--- src/rtl/swdt_pkg.sv ---
// package for the system watchdog timer: register map, fields, codes
// assumes a 32-bit apb slave, one aligned word per register
package swdt_pkg;
	// printed offsets are not multiples of four: indexes, byte address = 4*index
	localparam logic [11:0] SWDT_IDX_MODE     = 12'h300;
	localparam logic [11:0] SWDT_IDX_COMMAND  = 12'h301;
	localparam logic [11:0] SWDT_IDX_STATUS   = 12'h302;
	localparam logic [11:0] SWDT_IDX_MASK     = 12'h303;
	localparam logic [11:0] SWDT_IDX_COUNT    = 12'h304;
	// field positions of watchdog_mode
	localparam int          SWDT_BIT_ENABLE   = 7;
	localparam int          SWDT_BIT_PER_HI   = 6;
	localparam int          SWDT_BIT_PER_LO   = 5;
	localparam int          SWDT_BIT_IDLE_RUN = 2;
	localparam int          SWDT_BIT_ROUTE    = 1;
	localparam logic [7:0]  SWDT_MODE_RESET   = 8'h80;
	localparam logic [7:0]  SWDT_MODE_WMASK   = 8'hE6;
	// command codes
	localparam logic [7:0]  SWDT_CODE_CLEAR   = 8'h4E;
	localparam logic [7:0]  SWDT_CODE_DISABLE = 8'hB1;
	// detection exponents for period field 00, 01, 10
	localparam int          SWDT_EXP_P0       = 15;
	localparam int          SWDT_EXP_P1       = 17;
	localparam int          SWDT_EXP_P2       = 19;
	localparam int          SWDT_CNT_W        = 20;
	// status bit: overflow event
	localparam int          SWDT_ST_OVF       = 0;
endpackage : swdt_pkg

--- src/rtl/swdt_counter.sv ---
// watchdog period counter with terminal detection
// assumes tick is a single-cycle enable on pclk
`timescale 1ns/10ps
`default_nettype none
module swdt_counter
	import swdt_pkg::*;
#(
	parameter int CW = SWDT_CNT_W
) (
	input  wire logic          pclk,     // system clock
	input  wire logic          presetn,  // async reset, active low
	input  wire logic          ce,       // clock enable
	input  wire logic          run,      // count this cycle
	input  wire logic          clear,    // restart from zero
	input  wire logic [1:0]    period,   // detection select
	output logic               overflow, // one-cycle overflow pulse
	output logic [CW-1:0]      count     // current count
);
	typedef struct packed {
		logic [CW-1:0] cnt;
		logic          ovf;
	} swdt_cnt_t;
	swdt_cnt_t st_reg, st_next;

	// terminal value for a period code; 11 treated as the longest
	function automatic logic [CW-1:0] swdt_last(input logic [1:0] p);
		case (p)
			2'b00:   swdt_last = CW'((64'd1 << SWDT_EXP_P0) - 64'd1);
			2'b01:   swdt_last = CW'((64'd1 << SWDT_EXP_P1) - 64'd1);
			default: swdt_last = CW'((64'd1 << SWDT_EXP_P2) - 64'd1);
		endcase
	endfunction : swdt_last

	// count, wrap to zero at the period end
	always_comb begin
		st_next     = st_reg;
		st_next.ovf = 1'b0;
		if (clear) begin
			st_next.cnt = '0;
		end else if (run) begin
			if (st_reg.cnt >= swdt_last(period)) begin
				st_next.cnt = '0;
				st_next.ovf = 1'b1;
			end else begin
				st_next.cnt = st_reg.cnt + CW'(1);
			end
		end
	end

	always_ff @(posedge pclk or negedge presetn) begin
		if (!presetn) begin
			st_reg <= '0;
		end else if (ce) begin
			st_reg <= st_next;
		end
	end

	assign overflow = st_reg.ovf;
	assign count    = st_reg.cnt;

	property p_wrap;
		@(posedge pclk) disable iff (!presetn)
		ce && run && !clear && st_reg.cnt == swdt_last(period) |=> st_reg.ovf && st_reg.cnt == '0;
	endproperty
	a_wrap: assert property (p_wrap) else $error("no wrap at period end");
endmodule : swdt_counter
`default_nettype wire

--- src/rtl/swdt_top.sv ---
// system watchdog timer: apb registers, command decode, overflow routing
// assumes apb master on pclk; idle and bus-release levels are synchronous
//
// What this block does
// - counter runs straight out of reset with no software action
// - mode bit 2 zero stops counting in light idle, one keeps running
// - mode bit 1 set routes overflow onto the device reset output
// - command 4EH clears the counter, B1H is the disable code
// - counting continues while the external bus is released
//
// Local design decision: register access over APB.
`timescale 1ns/10ps
`default_nettype none
module swdt_top
	import swdt_pkg::*;
(
	input  wire logic        pclk,              // 125 MHz clock
	input  wire logic        presetn,           // async reset, active low
	input  wire logic        clk_en,            // freezes all state when low
	input  wire logic        psel,              // apb select
	input  wire logic        penable,           // apb enable
	input  wire logic        pwrite,            // apb direction
	input  wire logic [13:0] paddr,             // apb byte address
	input  wire logic [31:0] pwdata,            // apb write data
	output logic      [31:0] prdata,            // apb read data
	output logic             pready,            // apb ready
	output logic             pslverr,           // apb error
	input  wire logic        light_idle_halt,   // cpu in light idle halt
	input  wire logic        bus_released,      // external bus handed over
	output logic             overflow_output,   // overflow pulse
	output logic             reset_request,     // overflow routed to reset pin
	output logic             irq                // level interrupt
);
	////////////////////////////////////////////////////////////////////
	typedef struct packed {
		logic [7:0]  mode;
		logic        running;
		logic [7:0]  status;
		logic [7:0]  mask;
		logic [31:0] rdata;
		logic        rst_req;
		logic        ready;
	} swdt_state_t;
	swdt_state_t st_reg, st_next;

	logic                  ovf;
	logic [SWDT_CNT_W-1:0] count;
	logic                  run;
	logic                  cmd_clear;
	logic                  acc;
	logic                  wr;
	logic [11:0]           idx;
	logic                  mapped;

	// apb decode: one wait cycle per access, so read data is a flop
	// already standing when pready rises; writes land on the next edge, which completes the transfer
	assign acc     = psel && penable;
	assign wr      = acc && pwrite && pready;
	assign idx     = paddr[13:2];
	assign mapped  = (idx >= SWDT_IDX_MODE) && (idx <= SWDT_IDX_COUNT) && (paddr[1:0] == 2'b00);
	assign pready  = acc && st_reg.ready && clk_en;
	assign pslverr = acc && !mapped;
	assign prdata  = st_reg.rdata;

	// bus_released is deliberately not used to gate counting
	assign run       = st_reg.running
		&& !(light_idle_halt && !st_reg.mode[SWDT_BIT_IDLE_RUN]);
	assign cmd_clear = clk_en && wr && idx == SWDT_IDX_COMMAND
		&& pwdata[7:0] == SWDT_CODE_CLEAR;

	////////////////////////////////////////////////////////////////////
	// counter with period select
	swdt_counter #(
		.CW (SWDT_CNT_W)
	) u_cnt (
		.pclk     (pclk),
		.presetn  (presetn),
		.ce       (clk_en),
		.run      (run),
		.clear    (cmd_clear),
		.period   (st_reg.mode[SWDT_BIT_PER_HI:SWDT_BIT_PER_LO]),
		.overflow (ovf),
		.count    (count)
	);

	////////////////////////////////////////////////////////////////////
	// register writes, command decode, sticky status, read mux
	always_comb begin
		st_next         = st_reg;
		st_next.rdata   = '0;
		st_next.rst_req = ovf && st_reg.mode[SWDT_BIT_ROUTE];
		st_next.ready   = acc && !st_reg.ready;                      // wait cycle done
		if (wr && mapped) begin
			case (idx)
				SWDT_IDX_MODE: begin
					st_next.mode = pwdata[7:0] & SWDT_MODE_WMASK;
					if (pwdata[SWDT_BIT_ENABLE]) begin
						st_next.running = 1'b1;
					end
				end
				SWDT_IDX_COMMAND: begin
					// disable honoured only once enable is already clear
					if (pwdata[7:0] == SWDT_CODE_DISABLE && !st_reg.mode[SWDT_BIT_ENABLE]) begin
						st_next.running = 1'b0;
					end
				end
				SWDT_IDX_STATUS: st_next.status = st_reg.status & ~pwdata[7:0];
				SWDT_IDX_MASK:   st_next.mask   = pwdata[7:0];
				default:         st_next.mask   = st_reg.mask;
			endcase
		end
		// set wins over a same-cycle clear
		if (ovf) begin
			st_next.status[SWDT_ST_OVF] = 1'b1;
		end
		if (acc && !pwrite && mapped && !st_reg.ready) begin
			case (idx)
				SWDT_IDX_MODE:   st_next.rdata = {24'h000000, st_reg.mode};
				SWDT_IDX_STATUS: st_next.rdata = {24'h000000, st_reg.status};
				SWDT_IDX_MASK:   st_next.rdata = {24'h000000, st_reg.mask};
				SWDT_IDX_COUNT:  st_next.rdata = 32'(count);
				default:         st_next.rdata = 32'h00000000;
			endcase
		end
	end

	// read data captured in the wait cycle, standing at the completing edge
	always_ff @(posedge pclk or negedge presetn) begin
		if (!presetn) begin
			st_reg         <= '0;
			st_reg.mode    <= SWDT_MODE_RESET;
			st_reg.running <= 1'b1;
		end else if (clk_en) begin
			st_reg <= st_next;
		end
	end

	assign overflow_output = ovf;
	assign reset_request   = st_reg.rst_req;
	assign irq             = |(st_reg.status & st_reg.mask);

	////////////////////////////////////////////////////////////////////
	property p_out_of_reset;
		@(posedge pclk) disable iff (!presetn)
		$rose(presetn) |-> st_reg.running;
	endproperty
	a_out_of_reset: assert property (p_out_of_reset) else $error("not running after reset");

	property p_idle_stop;
		@(posedge pclk) disable iff (!presetn)
		clk_en && light_idle_halt && !st_reg.mode[SWDT_BIT_IDLE_RUN] && !cmd_clear
			|=> count == $past(count);
	endproperty
	a_idle_stop: assert property (p_idle_stop) else $error("counting in idle");

	property p_route;
		@(posedge pclk) disable iff (!presetn)
		clk_en && ovf && st_reg.mode[SWDT_BIT_ROUTE] |=> reset_request;
	endproperty
	a_route: assert property (p_route) else $error("overflow not routed to reset");

	property p_noroute;
		@(posedge pclk) disable iff (!presetn)
		clk_en && !st_reg.mode[SWDT_BIT_ROUTE] |=> !reset_request;
	endproperty
	a_noroute: assert property (p_noroute) else $error("reset without routing");

	property p_clear;
		@(posedge pclk) disable iff (!presetn)
		cmd_clear |=> count == '0;
	endproperty
	a_clear: assert property (p_clear) else $error("clear code ignored");

	property p_bus_rel;
		@(posedge pclk) disable iff (!presetn)
		clk_en && bus_released && st_reg.running && !light_idle_halt && !cmd_clear
			|=> count != $past(count);
	endproperty
	a_bus_rel: assert property (p_bus_rel) else $error("stopped on bus release");

	property p_disable_needs_clear;
		@(posedge pclk) disable iff (!presetn)
		clk_en && st_reg.mode[SWDT_BIT_ENABLE] && st_reg.running |=> st_reg.running;
	endproperty
	a_disable_needs_clear: assert property (p_disable_needs_clear) else $error("stopped while enabled");

	property p_sticky;
		@(posedge pclk) disable iff (!presetn)
		clk_en && ovf |=> st_reg.status[SWDT_ST_OVF] ##0 (irq == st_reg.mask[SWDT_ST_OVF]);
	endproperty
	a_sticky: assert property (p_sticky) else $error("overflow not recorded");

	////////////////////////////////////////////////////////////////////
	// a stopped watchdog must not creep; only clear may move it
	property p_stop_holds;
		@(posedge pclk) disable iff (!presetn)
		clk_en && !st_reg.running && !cmd_clear |=> count == $past(count);
	endproperty
	a_stop_holds: assert property (p_stop_holds) else $error("stopped counter moved");

	property p_disable_stops;
		@(posedge pclk) disable iff (!presetn)
		wr && idx == SWDT_IDX_COMMAND && pwdata[7:0] == SWDT_CODE_DISABLE
			&& !st_reg.mode[SWDT_BIT_ENABLE] |=> !st_reg.running;
	endproperty
	a_disable_stops: assert property (p_disable_stops) else $error("disable code ignored");

	property p_ovf_restart;
		@(posedge pclk) disable iff (!presetn)
		ovf |-> count == '0;
	endproperty
	a_ovf_restart: assert property (p_ovf_restart) else $error("no restart after overflow");

	// read data must stand at the edge that completes the transfer
	property p_rd_mode;
		@(posedge pclk) disable iff (!presetn)
		pready && !pwrite && idx == SWDT_IDX_MODE && paddr[1:0] == 2'b00
			|-> prdata == {24'h000000, st_reg.mode};
	endproperty
	a_rd_mode: assert property (p_rd_mode) else $error("mode read data not standing");
endmodule : swdt_top
`default_nettype wire

--- config.mk ---
export PLATFORM = sky130hd
export DESIGN_NAME = swdt_top
export DESIGN_NICKNAME = d
export VERILOG_FILES = /design/src/rtl/swdt_pkg.sv /design/src/rtl/swdt_counter.sv /design/src/rtl/swdt_top.sv
export SDC_FILE = /design/constraint.sdc
export NUM_CORES = 1
export LEC_CHECK = 0
export BUFFER_PORTS_ARGS = -buffer_cell sky130_fd_sc_hd__buf_2
export CAP_MARGIN = 20
export CORE_MARGIN = 2
export CORE_UTILIZATION = 60
export CTS_BUF_LIST = sky130_fd_sc_hd__clkbuf_2 sky130_fd_sc_hd__clkbuf_4 sky130_fd_sc_hd__clkbuf_8
export DETAILED_ROUTE_END_ITERATION = 6
export HOLD_SLACK_MARGIN = 0.1
export PLACE_DENSITY = 0.95
export SLEW_MARGIN = 10
export SYNTH_ARGS = -nofsm -noshare
export SYNTH_HDL_FRONTEND = slang
export SYNTH_HIERARCHICAL = 1
export SYNTH_SLANG_ARGS = --single-unit
--- constraint.sdc ---
create_clock -name pclk -period 5.7 [get_ports pclk]
set_input_delay 0.285 -clock pclk [delete_from_list [all_inputs] [get_ports pclk]]
set_output_delay 0.285 -clock pclk [all_outputs]
set_load 0.1 [all_outputs]
==> impl_summary.txt <==
----------------------------------------------------
[Logic synthesis]
  Number of synthesized register bits ... 65
  Cell area after synthesis ... 3670 µm²
  Count of mapped cells out of synthesis ... 353
  Post-synth EDFFs ... 0
  Mean instance size in the synthesized netlist ... 10.4 µm²
  Synthesis Warnings ... 6
  Share of async-settable or async-resettable flops after synthesis ... 100%
  Distinct cell type count after synthesis ... 65
  Most used flip-flop cell after synthesis ... dfrtp_1
  Part of the Yosys area used for sequential elements ... 44.4%

[Clock network]
  Number of buffers on the longest clock path ... 2
  Clock sink total ... 65
  Clock root buffer ... clkbuf_8
  Resized Gates After CTS ... 0
  Cts-stage hold buffer count ... 0
  Worst skew pair latency ... 0.35 ns
  CTS H-tree depth ... 3
  Clock tree from TritonCTS ... yes
  Number of buffers created by CTS ... 9
  Setup repair bufs after CTS ... 0
  Clock transition at path regs ... 0.08 ns

[Final layout]
  Storage cell area ... 1630 µm²
  Number of filler instances in the final layout ... 417
  Cell area after layout ... 4060 µm²
  Number of antenna cells inserted ... 0
  Fraction of layout instances using a drive strength above 1 ... 26.5%
  Multi-input logic area ... 1740 µm²
  Max reg flops ... 23
  Area Growth Syn to Fin ... 10.4%
  Util after Layout ... 68.5%
  Number of nets in the layout ... 444

[Route]
  DRC violation count after routing ... 0
  First-pass detailed-route iteration total ... 5
  Final routed wirelength across all metal layers ... 8880 µm
  Residual antenna-violating net count after detailed routing ... 0
  Drt via density ... 6.55
  Wire per inst ... 19.0 µm
  Routed vias ... 3,058
  1st-iter DRT viols ... 292

[Setup path]
  WP data arrival ... 2.94 ns
  Startpoint of the most critical register-to-register path ... st_reg[57]
  Critical Path Sink ... u_cnt/count[18]
  Internal reg-to-reg setup slack ... 3.02 ns
  Required time reported for the critical path endpoint ... 5.96 ns
  Capture instance of the worst register-to-register path ... u_cnt/count[18]
  Critical path type ... reg2reg
  Worst R2R Path Depth ... 7
  Nature of the critical path endpoint ... register
  Largest driver fanout on the critical path ... 28
  Launch point of the critical path ... st_reg[57]
  CP Launch Type ... register

[Power]
  Total power per unit cell area ... 266 nW/µm²
  Peak supply drop ... 239 µV
  Net switching power of the design ... 254 µW
  P_int ... 826 µW
  Relative contribution of sequential cells to total power ... 42.9%
  Net switching fraction of the power ... 23.5%
  Leakage power ... 0.00184 µW
  Power share of the combinational group ... 7.8%
  Clock share of power ... 49.3%

[Floorplanning]
  Die Area ... 6760 µm²
  Core outline area ... 5920 µm²
  Number of standard-cell rows in the floorplan ... 28
  Initial Util ... 62.0%
  Io pins ... 91
  Die Y-Extent ... 82.2 µm
  Horizontal die dimension ... 82.2 µm

[Global route]
  Global router's overall resource usage ... 27.7%
  Vias in the first global route ... 2,875
  Initial antenna violation count ... 0
  Total global routing overflow ... 0
  Global-route wire length before repair ... 14,100 µm
  Pin count of the biggest net entering global routing ... 66

[Timing]
  Max Freq ... 373 MHz
  Post-route setup TNS ... 0 ns
  Max-Slew Margin vs Limit ... 31.8%
  Slew at the pin closest to its max-slew limit ... 1.01 ns
  Part of the cycle the worst path needs ... 47.1%
  Endpoints failing hold ... 0
  Tmin final ... 2.68 ns
  Clock tree skew after final layout ... 0.0114 ns
  Unrepaired setup endpoints after global routing ... no
  Final max-slew violation count ... 0
  Min setup slack post-route ... 3.02 ns
  Hold WS ... 0.0942 ns
  Final setup violation count ... 0

[Placed design]
  Instance area at placement ... 3780 µm²
  Placer's final routability congestion estimate ... 0.983
  Post-Place Worst Slack ... 2.89 ns
  Post-detailed-placement half-perimeter wirelength ... 6180 µm
  I/O Buffers ... 53

[Worst hold path]
  Worst hold path type ... in2async

[Job]
  Number of max-capacitance violations reported ... 0

[Status]
  Run status ... finished, final reports clean

----------------------------------------------------
[power by group through the flow]
| stage | clock (µW) | sequential (µW) | combinational [µW] |
|---|---|---|---|
| 2_1_floorplan | 0 | 472 | 61.0 |
| 3_3_place_gp | 0 | 472 | 81.5 |
| 3_5_place_dp | 0 | 472 | 83.3 |
| 4_1_cts | 539 | 463 | 83.4 |
| 5_1_grt | 561 | 463 | 89.0 |
| 6_report | 533 | 464 | 83.8 |
[logic make-up after synthesis]
group,count (synthesis),synth area share (%)
AO/OA/AOI/OAI,103,20.6
XOR/XNOR,1,0.239
adder cells (fa/ha/maj),3,1.02
buffers and inverters,55,9.51
flip-flops,65,44.4
multiplexers,23,6.71
other,1,0.102
AND/OR/NAND/NOR,102,17.4
[critical path, stage by stage (launching register included)]
cell      delay [ns]
dfrtp_1         0.45
inv_1           0.11
ha_1            0.34
a211oi_1        0.37
o211ai_1        0.28
a21oi_4         0.59
a31oi_1         0.22
a31oi_1         0.22
[through the flow]
step / power (µW) / std cells
floorplan: 533 / 364
global placement: 554 / 451
detailed placement: 556 / 451
CTS: 1090 / 467
global route: 1110 / 467
finish: 1080 / 467
[Yosys cell counts (all sizes together) (5+ instances only)]
master,instances,area (µm²)
nand4,12,75.1
a21oi,11,66.3
mux2,13,146
mux2i,10,100
a22o,13,114
a31oi,13,81.3
nor2b,5,31.3
nand3,9,45.0
nor2,9,41.3
a41oi,8,70.1
nor3,7,40.0
nand2,29,111
inv,12,45.0
o21ai,18,90.1
buf,38,285
nor4,6,82.6
dfrtp,63,1580
a21boi,8,60.1
a2bb2oi,7,61.3
[worst min path at each step]
stage,slack (ns),end,start
3_3_place_gp,0.46,prdata[1],prdata[1]
5_1_grt,0.18,prdata[11],presetn
3_5_place_dp,0.48,prdata[0],prdata[0]
6_report,0.09,prdata[8],presetn
2_1_floorplan,-0.01,prdata[0],presetn
4_1_cts,0.13,prdata[8],presetn
[layout by cell type, fill, tap and decap left out, types with 3 or more instances in the layout]
| cell | count |
|---|---|
| nand2_1 | 28 |
| nor2b_1 | 5 |
| a2bb2oi_1 | 7 |
| ha_1 | 3 |
| buf_2 | 53 |
| a22oi_1 | 4 |
| or4_1 | 3 |
| a31oi_1 | 13 |
| a22o_1 | 13 |
| conb_1 | 12 |
| bufinv_16 | 4 |
| inv_1 | 12 |
| nand4_1 | 12 |
| nand3_1 | 9 |
| nor3_1 | 6 |
| a21oi_1 | 10 |
| nor4_1 | 3 |
| o21ai_0 | 14 |
| mux2_2 | 13 |
| o21ai_1 | 4 |
| a21boi_0 | 8 |
| o211ai_1 | 4 |
| o2bb2ai_1 | 4 |
| dfrtp_1 | 63 |
| a41oi_1 | 8 |
| nor2_1 | 8 |
| clkbuf_8 | 10 |
| nor4_4 | 3 |
| mux2i_1 | 10 |
[layout make-up]
| cell class | count | area share (%) |
|---|---|---|
| clock buffers | 10 | 3.39 |
| clock inverters | 6 | 3.39 |
| inverters | 13 | 1.20 |
| multi-input cells | 244 | 42.8 |
| flip-flops and latches | 65 | 40.2 |
| well taps | 75 | 2.31 |
| repair buffers | 54 | 6.73 |
[routing by layer]
layer | vias to the layer above | global-route usage, % | share of wire, %
met5 | - | 0 | 0
met4 | 0 | 14.8 | 3.0
met3 | 36 | 6.41 | 7.7
met2 | 165 | 43.9 | 49
met1 | 1491 | 35.1 | 40
li1 | 1366 | - | -
No activity file was read; power rests on OpenSTA's default activity.
